File: src/logic/ocs_pkg.sv
/*
 Package for the output clock select register block: register offsets,
 field positions, reset values, frequency codes and the carrier structs.
 Assumes an 8-bit register port, a strap bus of three pins and a 25 MHz clock.
*/
package ocs_pkg;

    localparam logic [7:0]  OCS_ADDR_AUX      = 8'h35;
    localparam logic [7:0]  OCS_ADDR_STRAP    = 8'h37;
    localparam logic [7:0]  OCS_ADDR_OE       = 8'h38;
    localparam logic [7:0]  OCS_ADDR_FREQ     = 8'h39;
    localparam logic [7:0]  OCS_ADDR_IF_SEL   = 8'h7F;

    localparam logic [7:0]  OCS_RST_AUX       = 8'h00;
    localparam logic [7:0]  OCS_RST_OE        = 8'h1F;
    localparam logic [7:0]  OCS_RST_FREQ      = 8'h04;
    localparam logic [2:0]  OCS_RST_IF        = 3'h0;

    localparam logic [7:0]  OCS_AUX_MASK      = 8'h3F;
    localparam logic [7:0]  OCS_OE_MASK       = 8'h7F;
    localparam logic [7:0]  OCS_FREQ_MASK     = 8'hF3;

    localparam int          OCS_OE_FAM_B      = 6;
    localparam int          OCS_OE_FAM_A      = 5;
    localparam int          OCS_OE_PORT2      = 4;
    localparam int          OCS_OE_PORT3      = 2;
    localparam int          OCS_FQ_B_LSB      = 6;
    localparam int          OCS_FQ_A_LSB      = 4;
    localparam int          OCS_FQ_P2_LSB     = 0;

    // Frequencies in kHz
    localparam logic [15:0] OCS_KHZ_SONET     = 16'h0608;
    localparam logic [15:0] OCS_KHZ_SDH       = 16'h0800;
    localparam logic [15:0] OCS_KHZ_6M48      = 16'h1950;
    localparam logic [15:0] OCS_KHZ_25M92     = 16'h6540;
    localparam logic [15:0] OCS_KHZ_19M44     = 16'h4BF0;
    localparam logic [15:0] OCS_KHZ_OFF       = 16'h0000;

    localparam logic [1:0]  OCS_P2_6M48       = 2'h0;
    localparam logic [1:0]  OCS_P2_25M92      = 2'h1;
    localparam logic [1:0]  OCS_P2_19M44      = 2'h2;
    localparam logic [1:0]  OCS_P2_COPY_A     = 2'h3;

    localparam logic [1:0]  OCS_STRAP_SETTLE  = 2'h2;
    localparam logic        OCS_STATIC_LEVEL  = 1'b0;

    typedef enum logic [2:0] {
        OCS_IF_OFF0   = 3'h0,
        OCS_IF_BOOT   = 3'h1,
        OCS_IF_MUX    = 3'h2,
        OCS_IF_PAR_A  = 3'h3,
        OCS_IF_PAR_B  = 3'h4,
        OCS_IF_SERIAL = 3'h5,
        OCS_IF_OFF6   = 3'h6,
        OCS_IF_OFF7   = 3'h7
    } ocs_if_type;

    typedef struct packed {
        logic [7:0] addr;
        logic [7:0] wdata;
        logic       wr;
        logic       rd;
    } ocs_bus_req_type;

    typedef struct packed {
        logic        dig_a_sonet;
        logic [15:0] dig_a_khz;
        logic        dig_b_sonet;
        logic [15:0] dig_b_khz;
        logic        port_two_en;
        logic [15:0] port_two_khz;
        logic        port_two_level;
        logic        port_three_en;
        logic [15:0] port_three_khz;
        logic        port_three_level;
        logic        e1t1_mode;
    } ocs_clk_cfg_type;

endpackage

File: src/logic/ocs_sync.sv
/*
 Two flip-flop synchroniser for a bus of slowly changing levels.
 Assumes each bit is an independent static level such as a strap pin.
*/
`timescale 1ns/1ps
module ocs_sync #(
    parameter int WIDTH = 3
) (
    input  wire logic             sys_clk,
    input  wire logic             arst_n,
    input  wire logic [WIDTH-1:0] async_in,
    output logic      [WIDTH-1:0] sync_out
);
    logic [WIDTH-1:0] meta_reg;

    always_ff @(posedge sys_clk or negedge arst_n) begin
        if (!arst_n) begin
            meta_reg <= '0;
            sync_out <= '0;
        end else begin
            meta_reg <= async_in;
            sync_out <= meta_reg;
        end
    end
endmodule

File: src/logic/ocs_output_clock_select.sv
/*
 Output clock select register block: register port, strap readback,
 active host interface type and the resolved output clock configuration.
 Assumes the straps are asynchronous pins, the E1/T1 select comes from
 the general control register on the same clock, and a single-cycle bus.
*/
`timescale 1ns/1ps
module ocs_output_clock_select
    import ocs_pkg::*;
(
    input  wire logic            sys_clk,
    input  wire logic            arst_n,
    input  wire ocs_bus_req_type bus_req,
    output logic [7:0]           rd_data,
    input  wire logic [2:0]      host_interface_strap_pins,
    input  wire logic            e1t1_select,
    output ocs_if_type           active_if_type,
    output logic [5:0]           aux_pll_path_ctrl,
    output ocs_clk_cfg_type      clk_cfg
);

    logic [2:0]      strap_sync;
    logic [7:0]      aux_reg;
    logic [7:0]      oe_reg;
    logic [7:0]      freq_reg;
    logic [1:0]      settle_reg;
    logic            captured_reg;
    logic [7:0]      rd_next;
    ocs_clk_cfg_type cfg_next;
    logic            wr_aux;
    logic            wr_oe;
    logic            wr_freq;
    logic            wr_if;

    ocs_sync #(
        .WIDTH(3)
    ) u_strap_sync (
        .sys_clk (sys_clk),
        .arst_n  (arst_n),
        .async_in(host_interface_strap_pins),
        .sync_out(strap_sync)
    );

    assign wr_aux  = bus_req.wr && (bus_req.addr == OCS_ADDR_AUX);
    assign wr_oe   = bus_req.wr && (bus_req.addr == OCS_ADDR_OE);
    assign wr_freq = bus_req.wr && (bus_req.addr == OCS_ADDR_FREQ);
    assign wr_if   = bus_req.wr && (bus_req.addr == OCS_ADDR_IF_SEL);

    // Aux PLL control, unused top bits never stored
    always_ff @(posedge sys_clk or negedge arst_n) begin
        if (!arst_n) begin
            aux_reg <= OCS_RST_AUX;
        end else if (wr_aux) begin
            aux_reg <= bus_req.wdata & OCS_AUX_MASK;
        end
    end

    always_ff @(posedge sys_clk or negedge arst_n) begin
        if (!arst_n) begin
            aux_pll_path_ctrl <= OCS_RST_AUX[5:0];
        end else begin
            aux_pll_path_ctrl <= aux_reg[5:0];
        end
    end

    // Output enable register; bit 7 unused
    always_ff @(posedge sys_clk or negedge arst_n) begin
        if (!arst_n) begin
            oe_reg <= OCS_RST_OE;
        end else if (wr_oe) begin
            oe_reg <= bus_req.wdata & OCS_OE_MASK;
        end
    end

    // Output frequency register; bits 3:2 unused
    always_ff @(posedge sys_clk or negedge arst_n) begin
        if (!arst_n) begin
            freq_reg <= OCS_RST_FREQ;
        end else if (wr_freq) begin
            freq_reg <= bus_req.wdata & OCS_FREQ_MASK;
        end
    end

    // Wait for the strap synchroniser to fill, then latch once
    always_ff @(posedge sys_clk or negedge arst_n) begin
        if (!arst_n) begin
            settle_reg   <= 2'h0;
            captured_reg <= 1'b0;
        end else if (!captured_reg) begin
            if (settle_reg == OCS_STRAP_SETTLE) begin
                captured_reg <= 1'b1;
            end else begin
                settle_reg <= settle_reg + 2'h1;
            end
        end
    end

    // Active interface: strap at start, software override later
    always_ff @(posedge sys_clk or negedge arst_n) begin
        if (!arst_n) begin
            active_if_type <= ocs_if_type'(OCS_RST_IF);
        end else if (wr_if) begin
            active_if_type <= ocs_if_type'(bus_req.wdata[2:0]);
        end else if (!captured_reg && settle_reg == OCS_STRAP_SETTLE) begin
            active_if_type <= ocs_if_type'(strap_sync);
        end
    end

    // Read mux
    always_comb begin
        rd_next = 8'h00;
        if (bus_req.rd) begin
            unique case (bus_req.addr)
                OCS_ADDR_AUX:    rd_next = aux_reg;
                OCS_ADDR_STRAP:  rd_next = {5'h00, strap_sync};
                OCS_ADDR_OE:     rd_next = oe_reg;
                OCS_ADDR_FREQ:   rd_next = freq_reg;
                OCS_ADDR_IF_SEL: rd_next = {5'h00, active_if_type};
                default:         rd_next = 8'h00;
            endcase
        end
    end

    always_ff @(posedge sys_clk or negedge arst_n) begin
        if (!arst_n) begin
            rd_data <= 8'h00;
        end else begin
            rd_data <= rd_next;
        end
    end

    // Resolve the output clock configuration
    always_comb begin
        cfg_next             = '0;
        cfg_next.e1t1_mode   = e1t1_select;
        cfg_next.dig_a_sonet = oe_reg[OCS_OE_FAM_A];
        cfg_next.dig_b_sonet = oe_reg[OCS_OE_FAM_B];
        cfg_next.dig_a_khz   = (oe_reg[OCS_OE_FAM_A] ? OCS_KHZ_SONET : OCS_KHZ_SDH)
                               << freq_reg[OCS_FQ_A_LSB +: 2];
        cfg_next.dig_b_khz   = (oe_reg[OCS_OE_FAM_B] ? OCS_KHZ_SONET : OCS_KHZ_SDH)
                               << freq_reg[OCS_FQ_B_LSB +: 2];
        cfg_next.port_two_en      = oe_reg[OCS_OE_PORT2];
        cfg_next.port_two_level   = OCS_STATIC_LEVEL;
        cfg_next.port_two_khz     = OCS_KHZ_OFF;
        if (oe_reg[OCS_OE_PORT2]) begin
            unique case (freq_reg[OCS_FQ_P2_LSB +: 2])
                OCS_P2_6M48:   cfg_next.port_two_khz = OCS_KHZ_6M48;
                OCS_P2_25M92:  cfg_next.port_two_khz = OCS_KHZ_25M92;
                OCS_P2_19M44:  cfg_next.port_two_khz = OCS_KHZ_19M44;
                OCS_P2_COPY_A: cfg_next.port_two_khz = cfg_next.dig_a_khz;
            endcase
        end
        cfg_next.port_three_en    = oe_reg[OCS_OE_PORT3];
        cfg_next.port_three_level = OCS_STATIC_LEVEL;
        cfg_next.port_three_khz   = oe_reg[OCS_OE_PORT3] ? OCS_KHZ_19M44 : OCS_KHZ_OFF;
    end

    always_ff @(posedge sys_clk or negedge arst_n) begin
        if (!arst_n) begin
            clk_cfg <= '0;
        end else begin
            clk_cfg <= cfg_next;
        end
    end
endmodule

File: config.mk
export PLATFORM = sky130hd
export DESIGN_NAME = ocs_output_clock_select
export DESIGN_NICKNAME = d
export VERILOG_FILES = /design/src/logic/ocs_pkg.sv /design/src/logic/ocs_sync.sv /design/src/logic/ocs_output_clock_select.sv
export SDC_FILE = /design/constraint.sdc
export NUM_CORES = 1
export LEC_CHECK = 0
export BUFFER_PORTS_ARGS = -buffer_cell sky130_fd_sc_hd__buf_2
export CORE_AREA = 10 10 109 102
export CTS_CLUSTER_SIZE = 10
export DETAILED_ROUTE_END_ITERATION = 8
export DIE_AREA = 0 0 119 112
export GPL_TIMING_DRIVEN = 0
export PLACE_DENSITY_LB_ADDON = 0.05
export SETUP_SLACK_MARGIN = 0.05
export SLEW_MARGIN = 20
export SYNTH_ARGS = -nofsm -noshare
export SYNTH_HDL_FRONTEND = slang
export SYNTH_SLANG_ARGS = --single-unit
File: constraint.sdc
create_clock -name sys_clk -period 2.36 [get_ports sys_clk]
set_input_delay 0 -clock sys_clk [delete_from_list [all_inputs] [get_ports sys_clk]]
set_output_delay 0 -clock sys_clk [all_outputs]
set_load 0.02 [all_outputs]
**Word level (Yosys, flattened, before mapping)**

Cells that the tools add are included.

- Bits in registers: 114
- Output and inout port bits: 88
- Logic and storage cells: 53

- $add $sub $neg: 1
- Eq/ne operators: 9
- Shifts and indexed selects: 2
- Muxes and demuxes: 11
- Bitwise gates (word level): 2
- Reduce and logical (&&, ||, !) cells: 9

Operators by type and width:

| operator | number |
|---|---|
| $pmux 16 s4 | 1 |
| $pmux 8 s5 | 1 |
| $eq 8x6->1 const B | 4 |
| $shl 12x2->16 | 2 |
| $mux 12 | 2 |
| $mux 16 | 1 |
| $mux 15 | 1 |
| $eq 8x7->1 const B | 1 |
| $mux 8 | 1 |
| $eq 2x2->1 const B | 3 |
| $mux 3 | 2 |
| $logic_and 1x1->1 | 5 |
| $add 2x1->2 const B | 1 |
| $eq 2x1->1 const B | 1 |
| $logic_not 2->1 | 1 |
| $mux 1 | 2 |
| $not 1->1 | 2 |
| $reduce_and 2->1 | 1 |
| $reduce_bool 2->1 | 1 |
| $logic_not 1->1 | 1 |

**Longest topological paths before layout**

Gate-level depths: netlist of run 1.

- Depth after elaboration: 4
- Gate-level depth with buffers: 6
- Mapped depth without buffers: 6

**Cells and area by module**

From an unflattened synthesis of run 1, not the netlist that was laid out.

- Cells, all modules: 273
- Area, all modules: 3457.1 um^2

By module, submodules not included:

| module | times used | cells an instance | area an instance (um^2) |
|---|---|---|---|
| ocs_output_clock_select | 1 | 267 | 3306.9 |
| ocs_sync | 1 | 6 | 150.1 |

**Least setup slack after synthesis of run 1**

No wires, ideal clock.

- Kind: flip-flop to flip-flop
- From: reg settle_reg[0]
- To: reg active_if_type[0]
- Setup time: 0.125 ns
- Arrival: 1.362 ns
- Slack: 0.873 ns
- Stages on the path, launching flop included: 6
- Buffers on the path: 0
- Period minus slack after synthesis: 1.487 ns
- Cell sequence: dfrtp_1 > inv_1 > ha_1 > nor2b_1 > mux2_2 > mux2_2

- Longest elaborated chain between the ends: 3

Ends and longest elaborated chain:

| element | RTL line | source |
|---|---|---|
| from (decl) | ocs_output_clock_select.sv:26 | `logic [1:0] settle_reg;` |
| from (signal assigned) | ocs_output_clock_select.sv:93 | `settle_reg <= settle_reg + 2'h1;` |
| $eq 2x2->1 | ocs_output_clock_select.sv:104 | `end else if (!captured_reg && settle_reg == OCS_STRAP_SETTLE) begin` |
| $logic_and 1x1->1 | ocs_output_clock_select.sv:104 |  |
| $reduce_bool 2->1 (no source line) | - |  |
| to (signal assigned) | ocs_output_clock_select.sv:101 | `active_if_type <= ocs_if_type'(OCS_RST_IF);` |
| to (signal assigned) | ocs_output_clock_select.sv:103 | `active_if_type <= ocs_if_type'(bus_req.wdata[2:0]);` |
| to (signal assigned) | ocs_output_clock_select.sv:105 | `active_if_type <= ocs_if_type'(strap_sync);` |
| to (decl) | ocs_output_clock_select.sv:17 | `output ocs_if_type active_if_type,` |

Every way passes these cells.
A chain may end at the register's enable or synchronous reset.

**Final worst setup path of run 1**

- From: in bus_req[16] (netlist bit)
- To: reg aux_reg[0]

- Longest elaborated chain between the ends: 2

Ends and longest elaborated chain:

| element | RTL line | source |
|---|---|---|
| from (decl) | ocs_output_clock_select.sv:13 | `input wire ocs_bus_req_type bus_req,` |
| $eq 8x6->1 | ocs_output_clock_select.sv:44 | `assign wr_aux = bus_req.wr && (bus_req.addr == OCS_ADDR_AUX);` |
| $logic_and 1x1->1 | ocs_output_clock_select.sv:44 |  |
| to (signal assigned) | ocs_output_clock_select.sv:54 | `aux_reg <= bus_req.wdata & OCS_AUX_MASK;` |
| to (decl) | ocs_output_clock_select.sv:23 | `logic [7:0] aux_reg;` |

Every way passes these cells.

==> results of run 1 <==
-- kinds of logic after synthesis --
family                     share of synthesized area
DFF                                            0.588
muxes                                         0.0945
xor gates and xnor gates                     0.00253
buffers and inverters                          0.101
other                                        0.00108
adders and majority gates                     0.0253
and+or+nand+nor                                0.115
AOI/OAI and AO/OA                             0.0713
-- where the power goes --
| part | switching, uW | total [uW] | internal, uW |
|---|---|---|---|
| Clock | 509 | 1120 | 608 |
| Sequential | 25.7 | 1470 | 1440 |
| Combinational | 209 | 359 | 150 |
-- layout make-up --
type	count	area, um2	area share
multi-input cells	162	1170	0.255
plain buffers	45	313	0.0685
inverters	10	37.5	0.00822
flip-flops and latches	81	2030	0.446
well taps	122	153	0.0334
clock inverters	7	103	0.0225
clock buffers	9	124	0.0271
repair buffers	103	636	0.139
-- per-layer routing --
| layer | vias to the layer above | routed length (um) |
|---|---|---|
| met1 | 1083 | 3340 |
| met5 | - | 0 |
| met4 | 0 | 72 |
| li1 | 1151 | - |
| met2 | 60 | 3780 |
| met3 | 6 | 557 |
-- critical path, stage by stage --
cell,delay (ns)
dlygate4sd3_1,0.56
buf_6,0.14
nor4b_2,0.71
nand3_1,0.52
mux2_2,0.42
-- final timing paths --
kind	cells after the start	end	slack [ns]	startpoint
min in group asynchronous	2	clk_cfg[50]$_DFF_PN0_	0.11	arst_n
hold / removal	4	rd_data[2]$_DFF_PN0_	0.03	bus_req[17]
setup / recovery	5	aux_reg[0]$_DFFE_PN0P_	0.25	bus_req[16]
hold reg to reg	0	u_strap_sync.sync_out[0]$_DFF_PN0_	0.35	u_strap_sync.meta_reg[0]$_DFF_PN0_
setup reg to reg	5	active_if_type[1]$_DFFE_PN0P_	0.74	settle_reg[0]$_DFFE_PN0P_
max in group asynchronous	3	oe_reg[0]$_DFFE_PN1P_	1.62	arst_n
-- metrics by stage --
step | worst slack [ns] | std cells | hold WS, ns | instance area [um2]
2_1_floorplan | 0.873 | 298 | -0.296 | 3550
3_3_place_gp | 0.392 | 503 | 0.108 | 4120
3_5_place_dp | 0.394 | 504 | -0.0737 | 4150
4_1_cts | 0.243 | 539 | 0.00834 | 4570
5_1_grt | 0.152 | 539 | 0.0616 | 4570
6_report | 0.246 | 539 | 0.0267 | 4570
-- repair_timing --
item | 4_1_cts | 5_1_grt
hold buffers | 19 | 0
buffers inserted | 0 | 0
endpoints found under the hold margin | 108 | 0
-- cells in the final DEF, fill, tap and decap left out, drive strengths merged, types with 2 or more instances in the layout --
master	instances
and2	8
conb	26
o21ai	6
or2	2
nand3b	2
a22o	6
a21oi	6
nor3	3
a2111oi	2
inv	12
nor2b	5
nor4b	2
dlygate4sd3	19
bufinv	2
dfrtp	75
nor2	10
o211a	2
nor4	2
dfstp	6
clkbuf	16
nand2b	2
nand3	7
mux2	29
clkinv	3
a21boi	3
o21a	3
ha	7
and3	2
a22oi	3
nand2	14
buf	122
==> results.py, run 1 <==
metrics = {
    "die": {
        "die_x_um": 119,
        "dieHeight_um": 112,
        "start_util": 0.391,
        "fp.coreArea_um2": 8840,
        "rows": 33,
        "design.die.area_um2": 13300,
        "io_pins": 112,
    },
    "global_route": {
        "grt_use_met2": 0.192,
        "grt_pass1_wl_um": 12800,
        "grt-busiest-layer": "met2",
        "gr-usage-met1": 0.142,
        "antenna_found_initial": 0,
        "grt_pass1_vias": 2449,
        "gr-usage-all-layers": 0.119,
        "grt.overflow.total": 0,
        "grt_start_max_net_pins": 59,
        "use_met3": 0.0545,
    },
    "synthesis": {
        "synth_cell_types": 43,
        "async_reset_ff_frac": 1.00,
        "yosysMostFrequentCell": "dfrtp_1",
        "syn_area_um2": 3460,
        "synth_edf_count": 0,
        "avgSynthCellArea_um2": 12.7,
        "ys.flop_type": "dfrtp_1",
        "yosys_warnings": 0,
        "synthCells": 273,
        "ys_top_cells_by_count": "75 x dfrtp_1, 36 x buf_4, 29 x mux2_2, 13 x nand2_1",
        "ys_ff_latch": 81,
        "synth_area_leaders": "dfrtp_1 54%, mux2_2 9.4%, buf_4 7.8%",
        "synth_top_area_frac": 0.543,
        "yosys.area.top_type": "dfrtp_1",
        "ys_seq_area_frac": 0.588,
    },
    "detailed_routing": {
        "post_drt_wl_per_cell_um": 14.4,
        "drtAntennaViolNets": 0,
        "drt-pass1-iter-count": 4,
        "routed_wl_um": 7760,
        "drc": 0,
        "via_count": 2300,
        "avgViaCountPerCell": 4.27,
        "drtIter0Drc": 64,
    },
    "layout": {
        "diodes": 0,
        "nets": 443,
        "largest_register": "clk_cfg",
        "drive_above_1_share": 0.436,
        "fin_util": 0.517,
        "fillers": 831,
        "area_growth_pct": 32.1,
        "biggestRegsByFlops": "clk_cfg x35, rd_data x8",
        "largest_reg_flops": 35,
    },
    "placed_design": {
        "place.gp.congestion": 0.750,
        "hpwl_um": 5870,
        "portBuffers": 83,
    },
    "worst_setup_path": {
        "start_kind": "input port",
        "worstSetupEndpointType": "flip-flop",
        "worst_ep_required_time_ns": 2.59,
        "cp_max_fo": 8,
        "cp.arrival_ns": 2.34,
        "worstSetupPathType": "input port to flip-flop",
    },
    "timing": {
        "slew_viol_final": 0,
        "grt_setup_unrepaired": "no",
        "period_needed_ns": 2.11,
        "slew_headroom": 0.464,
        "fmax_mhz": 473,
        "finalSetupTns_ns": 0,
        "min_period_over_period": 0.896,
        "max_slew.worst_pin.slew_ns": 0.801,
        "finalHoldViolCount": 0,
        "setup-violations-final": 0,
        "skew_ns": 0.00655,
    },
    "status": {
        "status": "complete, no violations",
    },
    "cts": {
        "cts_buffers": 9,
        "cts_resized": 0,
        "cts_tree": "yes",
        "root_buffer": "clkbuf_8",
        "htreeDepth": 3,
        "clk_pin_slew_worst_paths_ns": 0.08,
        "clkSinkCount": 81,
        "cts_max_path_buffers": 2,
        "clkLatencyLatePin_ns": 0.34,
    },
    "worst_hold_path": {
        "min_path_type": "input port to flip-flop",
    },
    "power": {
        "power.density_nw_per_um2": 645,
        "p_leak_uw": 0.00245,
        "power_uw": 2940,
        "ir_drop_mv": 0.412,
    },
    "flow_run": {
        "maxCapViolCount": 0,
    },
}
No activity file was read; power rests on OpenSTA's default activity.
==> run 2, diff against run 1 <==
REMOVE_ABC_BUFFERS = 1   (was not set)
clock period = 2 ns   (was 2.36 ns; I/O delays follow)
==> run 2 against run 1 <==
Against the previous run: flip-flop and latch count is the same; worst setup slack gained 0.15 ns; cell area shrank 6.7%; sequential share of layout area grew 3.2 points; die area is the same; largest cell class unchanged; largest power group unchanged.
==> results.py, run 2 (synthesis results as in run 1) <==
metrics = {
    "status": {
        "status": "complete, no violations",
    },
    "power": {
        "power.density_nw_per_um2": 854,
        "ir_drop_mv": 0.446,
        "p_leak_uw": 0.00225,
    },
    "worst_setup_path": {
        "path_buf_inv": 1,
        "cp_cell_sequence": "inv_1, ha_1, nor2b_1, mux2_2, mux2_2",
        "cp_max_fo": 3,
        "cp_top_family": "multiplexers",
        "worstSetupEndpointType": "flip-flop",
        "start_kind": "flip-flop",
        "critPathMostFrequentCell": "mux2_2",
        "cp.arrival_ns": 1.84,
        "worstSetupPathType": "flip-flop to flip-flop",
        "critical-path-slowest-cell": "dfrtp_1",
        "worst_ep_required_time_ns": 2.23,
        "max_stage_delay_ns": 0.39,
    },
    "layout": {
        "area_growth_pct": 23.2,
        "final_common_cell": "buf_2",
        "biggestRegsByFlops": "clk_cfg x35, rd_data x8",
        "final_cell_mix": "84 x buf_2, 75 x dfrtp_1, 29 x mux2_2",
        "area.sequential_um2": 2030,
        "multi_input_area_um2": 1170,
        "largest_reg_flops": 35,
        "drive_above_1_share": 0.393,
        "largest_register": "clk_cfg",
        "diodes": 0,
        "fillers": 866,
        "nets": 396,
    },
    "cts": {
        "clk_pin_slew_worst_paths_ns": 0.08,
        "clkSinkCount": 81,
        "hold_buffers": 15,
        "cts_buffers": 9,
        "htreeDepth": 3,
        "cts_tree": "yes",
        "cts_max_path_buffers": 2,
        "cts_resized": 0,
        "root_buffer": "clkbuf_8",
        "clkLatencyLatePin_ns": 0.34,
        "postCtsSetupBuffers": 0,
    },
    "timing": {
        "max_slew.worst_pin.slew_ns": 0.811,
        "grt_setup_unrepaired": "no",
        "period_needed_ns": 1.61,
        "fmax_mhz": 622,
        "slew_headroom": 0.458,
        "slew_viol_final": 0,
        "skew_ns": 0.00700,
        "setup-violations-final": 0,
        "holdWs_ns": 0.0350,
        "min_period_over_period": 0.804,
        "finalSetupTns_ns": 0,
        "finalHoldViolCount": 0,
    },
    "die": {
        "design.die.area_um2": 13300,
        "io_pins": 112,
        "die_x_um": 119,
        "start_util": 0.391,
        "rows": 33,
        "fp.coreArea_um2": 8840,
        "dieHeight_um": 112,
    },
    "placed_design": {
        "hpwl_um": 5580,
        "portBuffers": 85,
        "place.gp.congestion": 0.741,
    },
    "flow_run": {
        "maxCapViolCount": 0,
    },
    "detailed_routing": {
        "via_count": 2196,
        "post_drt_wl_per_cell_um": 15.3,
        "drc": 0,
        "drt-pass1-iter-count": 4,
        "routed_wl_um": 7530,
        "avgViaCountPerCell": 4.47,
        "drtAntennaViolNets": 0,
        "drtIter0Drc": 98,
    },
    "global_route": {
        "grt_pass1_wl_um": 12600,
        "gr-usage-all-layers": 0.117,
        "grt_start_max_net_pins": 54,
        "antenna_found_initial": 0,
        "grt_pass1_vias": 2405,
        "grt.overflow.total": 0,
    },
    "worst_hold_path": {
        "min_path_type": "input port to flip-flop",
    },
}
-- run 2: cell type report --
| class | instances | share of cell area |
|---|---|---|
| clock inverter | 6 | 0.0329 |
| inverter | 10 | 0.00881 |
| clock buffer | 9 | 0.0291 |
| tap | 122 | 0.0358 |
| sequential | 81 | 0.478 |
| timing repair buffer | 101 | 0.142 |
| multi-input combinational | 162 | 0.274 |
-- run 2: per-layer routing --
| metal | part of all wire | wire (um) | vias to the layer above | track usage |
|---|---|---|---|---|
| met4 | 0.0096 | 72 | 0 | 0.0334 |
| met2 | 0.48 | 3590 | 74 | 0.179 |
| met5 | 0 | 0 | - | 0 |
| met1 | 0.45 | 3410 | 1060 | 0.148 |
| li1 | - | - | 1054 | - |
| met3 | 0.062 | 466 | 8 | 0.0480 |
-- run 2: power by group --
group	leakage [uW]	total, uW	switching [uW]	internal [uW]
clock network	0.000131	1550	587	959
registers	0.00106	1740	41.7	1700
logic	0.00105	348	224	124
-- run 2: tightest hold or removal path: cells and delay by family --
kind | cells | cell delay, ns
AND/OR/NAND/NOR | 1 | 0.17
AO/OA/AOI/OAI | 1 | 0.05
buffers and inverters | 1 | 0.11
-- run 2: worst paths after layout --
kind / from / end / slack, ns / cells after the start
max: settle_reg[0]$_DFFE_PN0P_ / active_if_type[0]$_DFFE_PN0P_ / 0.39 / 5
min: bus_req[15] / rd_data[5]$_DFF_PN0_ / 0.03 / 3
max reg2reg: settle_reg[0]$_DFFE_PN0P_ / active_if_type[0]$_DFFE_PN0P_ / 0.39 / 5
min reg2reg: u_strap_sync.meta_reg[0]$_DFF_PN0_ / u_strap_sync.sync_out[0]$_DFF_PN0_ / 0.35 / 0
max in group asynchronous: arst_n / oe_reg[4]$_DFFE_PN1P_ / 1.25 / 3
min in group asynchronous: arst_n / clk_cfg[42]$_DFF_PN0_ / 0.12 / 2
-- run 2: metrics by stage --
stage / power (uW) / cell area [um2] / utilization / setup slack (ns) / instances
4_1_cts: 3690 / 4260 / 0.482 / 0.368 / 491
6_report: 3640 / 4260 / 0.482 / 0.392 / 491
2_1_floorplan: 1950 / 3240 / - / 0.513 / 253
5_1_grt: 3800 / 4260 / 0.482 / 0.236 / 491
3_5_place_dp: 2110 / 3850 / 0.435 / 0.0227 / 461
3_3_place_gp: 2100 / 3820 / 0.432 / 0.0194 / 460
==> run 3, diff against run 2 <==
clock period = 1.6 ns   (was 2 ns; I/O delays follow)
==> run 3 against run 2 <==
Against the previous run: die area is the same; count of clock-buffer cells in the layout unchanged; clock skew about the same; hold slack worse by 0.0035 ns; first-iteration DRC count fell by 15%; critical path type unchanged; largest cell class unchanged.
==> results.py, run 3 (synthesis results as in run 1) <==
metrics = {
    "timing": {
        "skew_ns": 0.00656,
        "min_period_over_period": 0.937,
        "setup-violations-final": 0,
        "fmax_mhz": 667,
        "period_needed_ns": 1.50,
        "finalHoldViolCount": 0,
        "grt_setup_unrepaired": "yes",
        "slew_viol_final": 0,
        "slew_headroom": 0.640,
        "holdWs_ns": 0.0315,
        "max_slew.worst_pin.slew_ns": 0.536,
    },
    "die": {
        "io_pins": 112,
        "dieHeight_um": 112,
        "design.die.area_um2": 13300,
        "start_util": 0.391,
        "rows": 33,
        "fp.coreArea_um2": 8840,
        "die_x_um": 119,
    },
    "detailed_routing": {
        "avgViaCountPerCell": 4.45,
        "post_drt_wl_per_cell_um": 15.4,
        "via_count": 2187,
        "drt-pass1-iter-count": 4,
        "routed_wl_um": 7570,
        "drtIter0Drc": 83,
        "drtAntennaViolNets": 0,
        "drc": 0,
    },
    "worst_setup_path": {
        "cp_max_fo": 3,
        "reg2reg_to": "active_if_type[2]$_DFFE_PN0P_",
        "worstSetupEndpointType": "flip-flop",
        "r2r_slack_ns": 0.10,
        "max_stage_delay_ns": 0.39,
        "start_kind": "flip-flop",
        "worstReg2RegStart": "settle_reg[0]$_DFFE_PN0P_",
        "cp_cell_sequence": "inv_1, ha_2, nor2b_4, mux2_2, mux2_2",
        "r2r_cells": 5,
        "path_buf_inv": 1,
        "worstSetupPathType": "flip-flop to flip-flop",
        "cp_top_family": "multiplexers",
        "critical-path-slowest-cell": "dfrtp_1",
        "worst_ep_required_time_ns": 1.84,
        "critPathMostFrequentCell": "mux2_2",
        "cp.arrival_ns": 1.74,
    },
    "global_route": {
        "gr-usage-all-layers": 0.117,
        "grt_start_max_net_pins": 54,
        "grt_pass1_vias": 2404,
        "antenna_found_initial": 0,
        "grt.overflow.total": 0,
        "grt_pass1_wl_um": 12600,
    },
    "worst_hold_path": {
        "hold_depth": 3,
        "min_path_type": "input port to flip-flop",
        "hold_start": "bus_req[15]",
        "min_to": "rd_data[5]$_DFF_PN0_",
    },
    "cts": {
        "clkSinkCount": 81,
        "clk_pin_slew_worst_paths_ns": 0.08,
        "root_buffer": "clkbuf_8",
        "cts_max_path_buffers": 2,
        "clkLatencyLatePin_ns": 0.35,
        "htreeDepth": 3,
        "cts_tree": "yes",
        "cts_buffers": 9,
        "postCtsSetupBuffers": 0,
    },
    "power": {
        "seq_power_share": 0.478,
        "power_uw": 4560,
        "power_frac_clock": 0.425,
        "p_int_uw": 3480,
        "ir_drop_mv": 0.556,
        "p_leak_uw": 0.00227,
        "power.density_nw_per_um2": 1060,
        "pwr-share-comb": 0.097,
        "switchingPower_uw": 1070,
        "switching_share": 0.236,
    },
    "layout": {
        "fin_cells": 491,
        "diodes": 0,
        "largest_register": "clk_cfg",
        "nets": 396,
        "fin_util": 0.486,
        "multi_input_area_um2": 1200,
        "final_cell_mix": "84 x buf_2, 75 x dfrtp_1, 28 x mux2_2",
        "biggestRegsByFlops": "clk_cfg x35, rd_data x8",
        "area.sequential_um2": 2030,
        "largest_reg_flops": 35,
        "area_growth_pct": 24.3,
        "drive_above_1_share": 0.398,
        "fillers": 864,
        "final_common_cell": "buf_2",
    },
    "flow_run": {
        "maxCapViolCount": 0,
    },
    "status": {
        "status": "complete, no violations",
    },
    "placed_design": {
        "place.gp.congestion": 0.741,
        "dp_cells": 461,
        "portBuffers": 85,
        "hpwl_um": 5580,
    },
}
-- run 3: cell counts in the layout (fill, tap and decap cells not counted) --
Identical to the previous run, type by type.
-- run 3: power by group through the flow --
stage / Clock, uW / Sequential (uW) / Combinational, uW
CTS: 1990 / 2180 / 443
global placement: 0 / 2220 / 399
finish: 1940 / 2180 / 443
floorplan: 0 / 2280 / 154
global route: 2080 / 2190 / 489
detailed placement: 0 / 2220 / 411
-- run 3: worst register-to-register path, stage by stage (launching register included) --
cell and delay (ns):
dfrtp_1 0.39, inv_1 0.06, ha_2 0.17, nor2b_4 0.18, mux2_2 0.34, mux2_2 0.26
-- run 3: layer usage --
metal,part of all wire,global-route usage,vias up
met1,0.45,0.148,1057
li1,-,-,1053
met4,0.014,0.0334,0
met2,0.48,0.179,67
met3,0.057,0.0480,10
met5,0,0,-
-- run 3: worst max-delay path by stage --
stage / startpoint / end / slack, ns / cells past startpoint
floorplan: settle_reg[0]$_DFFE_PN0P_ / active_if_type[0]$_DFFE_PN0P_ / 0.11 / 5
global placement: bus_req[16] / aux_reg[0]$_DFFE_PN0P_ / -0.38 / 4
detailed placement: bus_req[16] / aux_reg[3]$_DFFE_PN0P_ / -0.38 / 4
CTS: settle_reg[0]$_DFFE_PN0P_ / active_if_type[0]$_DFFE_PN0P_ / 0.06 / 5
global route: settle_reg[0]$_DFFE_PN0P_ / active_if_type[2]$_DFFE_PN0P_ / 0.04 / 5
finish: settle_reg[0]$_DFFE_PN0P_ / active_if_type[2]$_DFFE_PN0P_ / 0.10 / 5
-- run 3: through the flow --
stage | TNS (ns) | setup WS (ns) | instance area, um2
after floorplan | 0 | 0.113 | 3240
after global routing | 0 | 0.0380 | 4300
after detailed placement | -4.31 | -0.377 | 3850
final | 0 | 0.100 | 4300
after CTS | 0 | 0.0561 | 4270
after global placement | -12.41 | -0.381 | 3820
-- run 3: what timing repair did --
| action | CTS | global route |
|---|---|---|
| pin swaps | 0 | 0 |
| endpoints found under the hold margin | 107 | 0 |
| setup endpoints to repair | 9 | 15 |
| resized for setup | 2 | 5 |
| hold buffers | 15 | 0 |
-- run 3: cell type report --
class                           count  area share
Tap cell                          122      0.0355
Sequential cell                    81       0.473
Clock inverter                      6      0.0326
Timing Repair Buffer              101       0.141
Clock buffer                        9      0.0288
Multi-Input combinational cell    162       0.280
Inverter                           10     0.00873
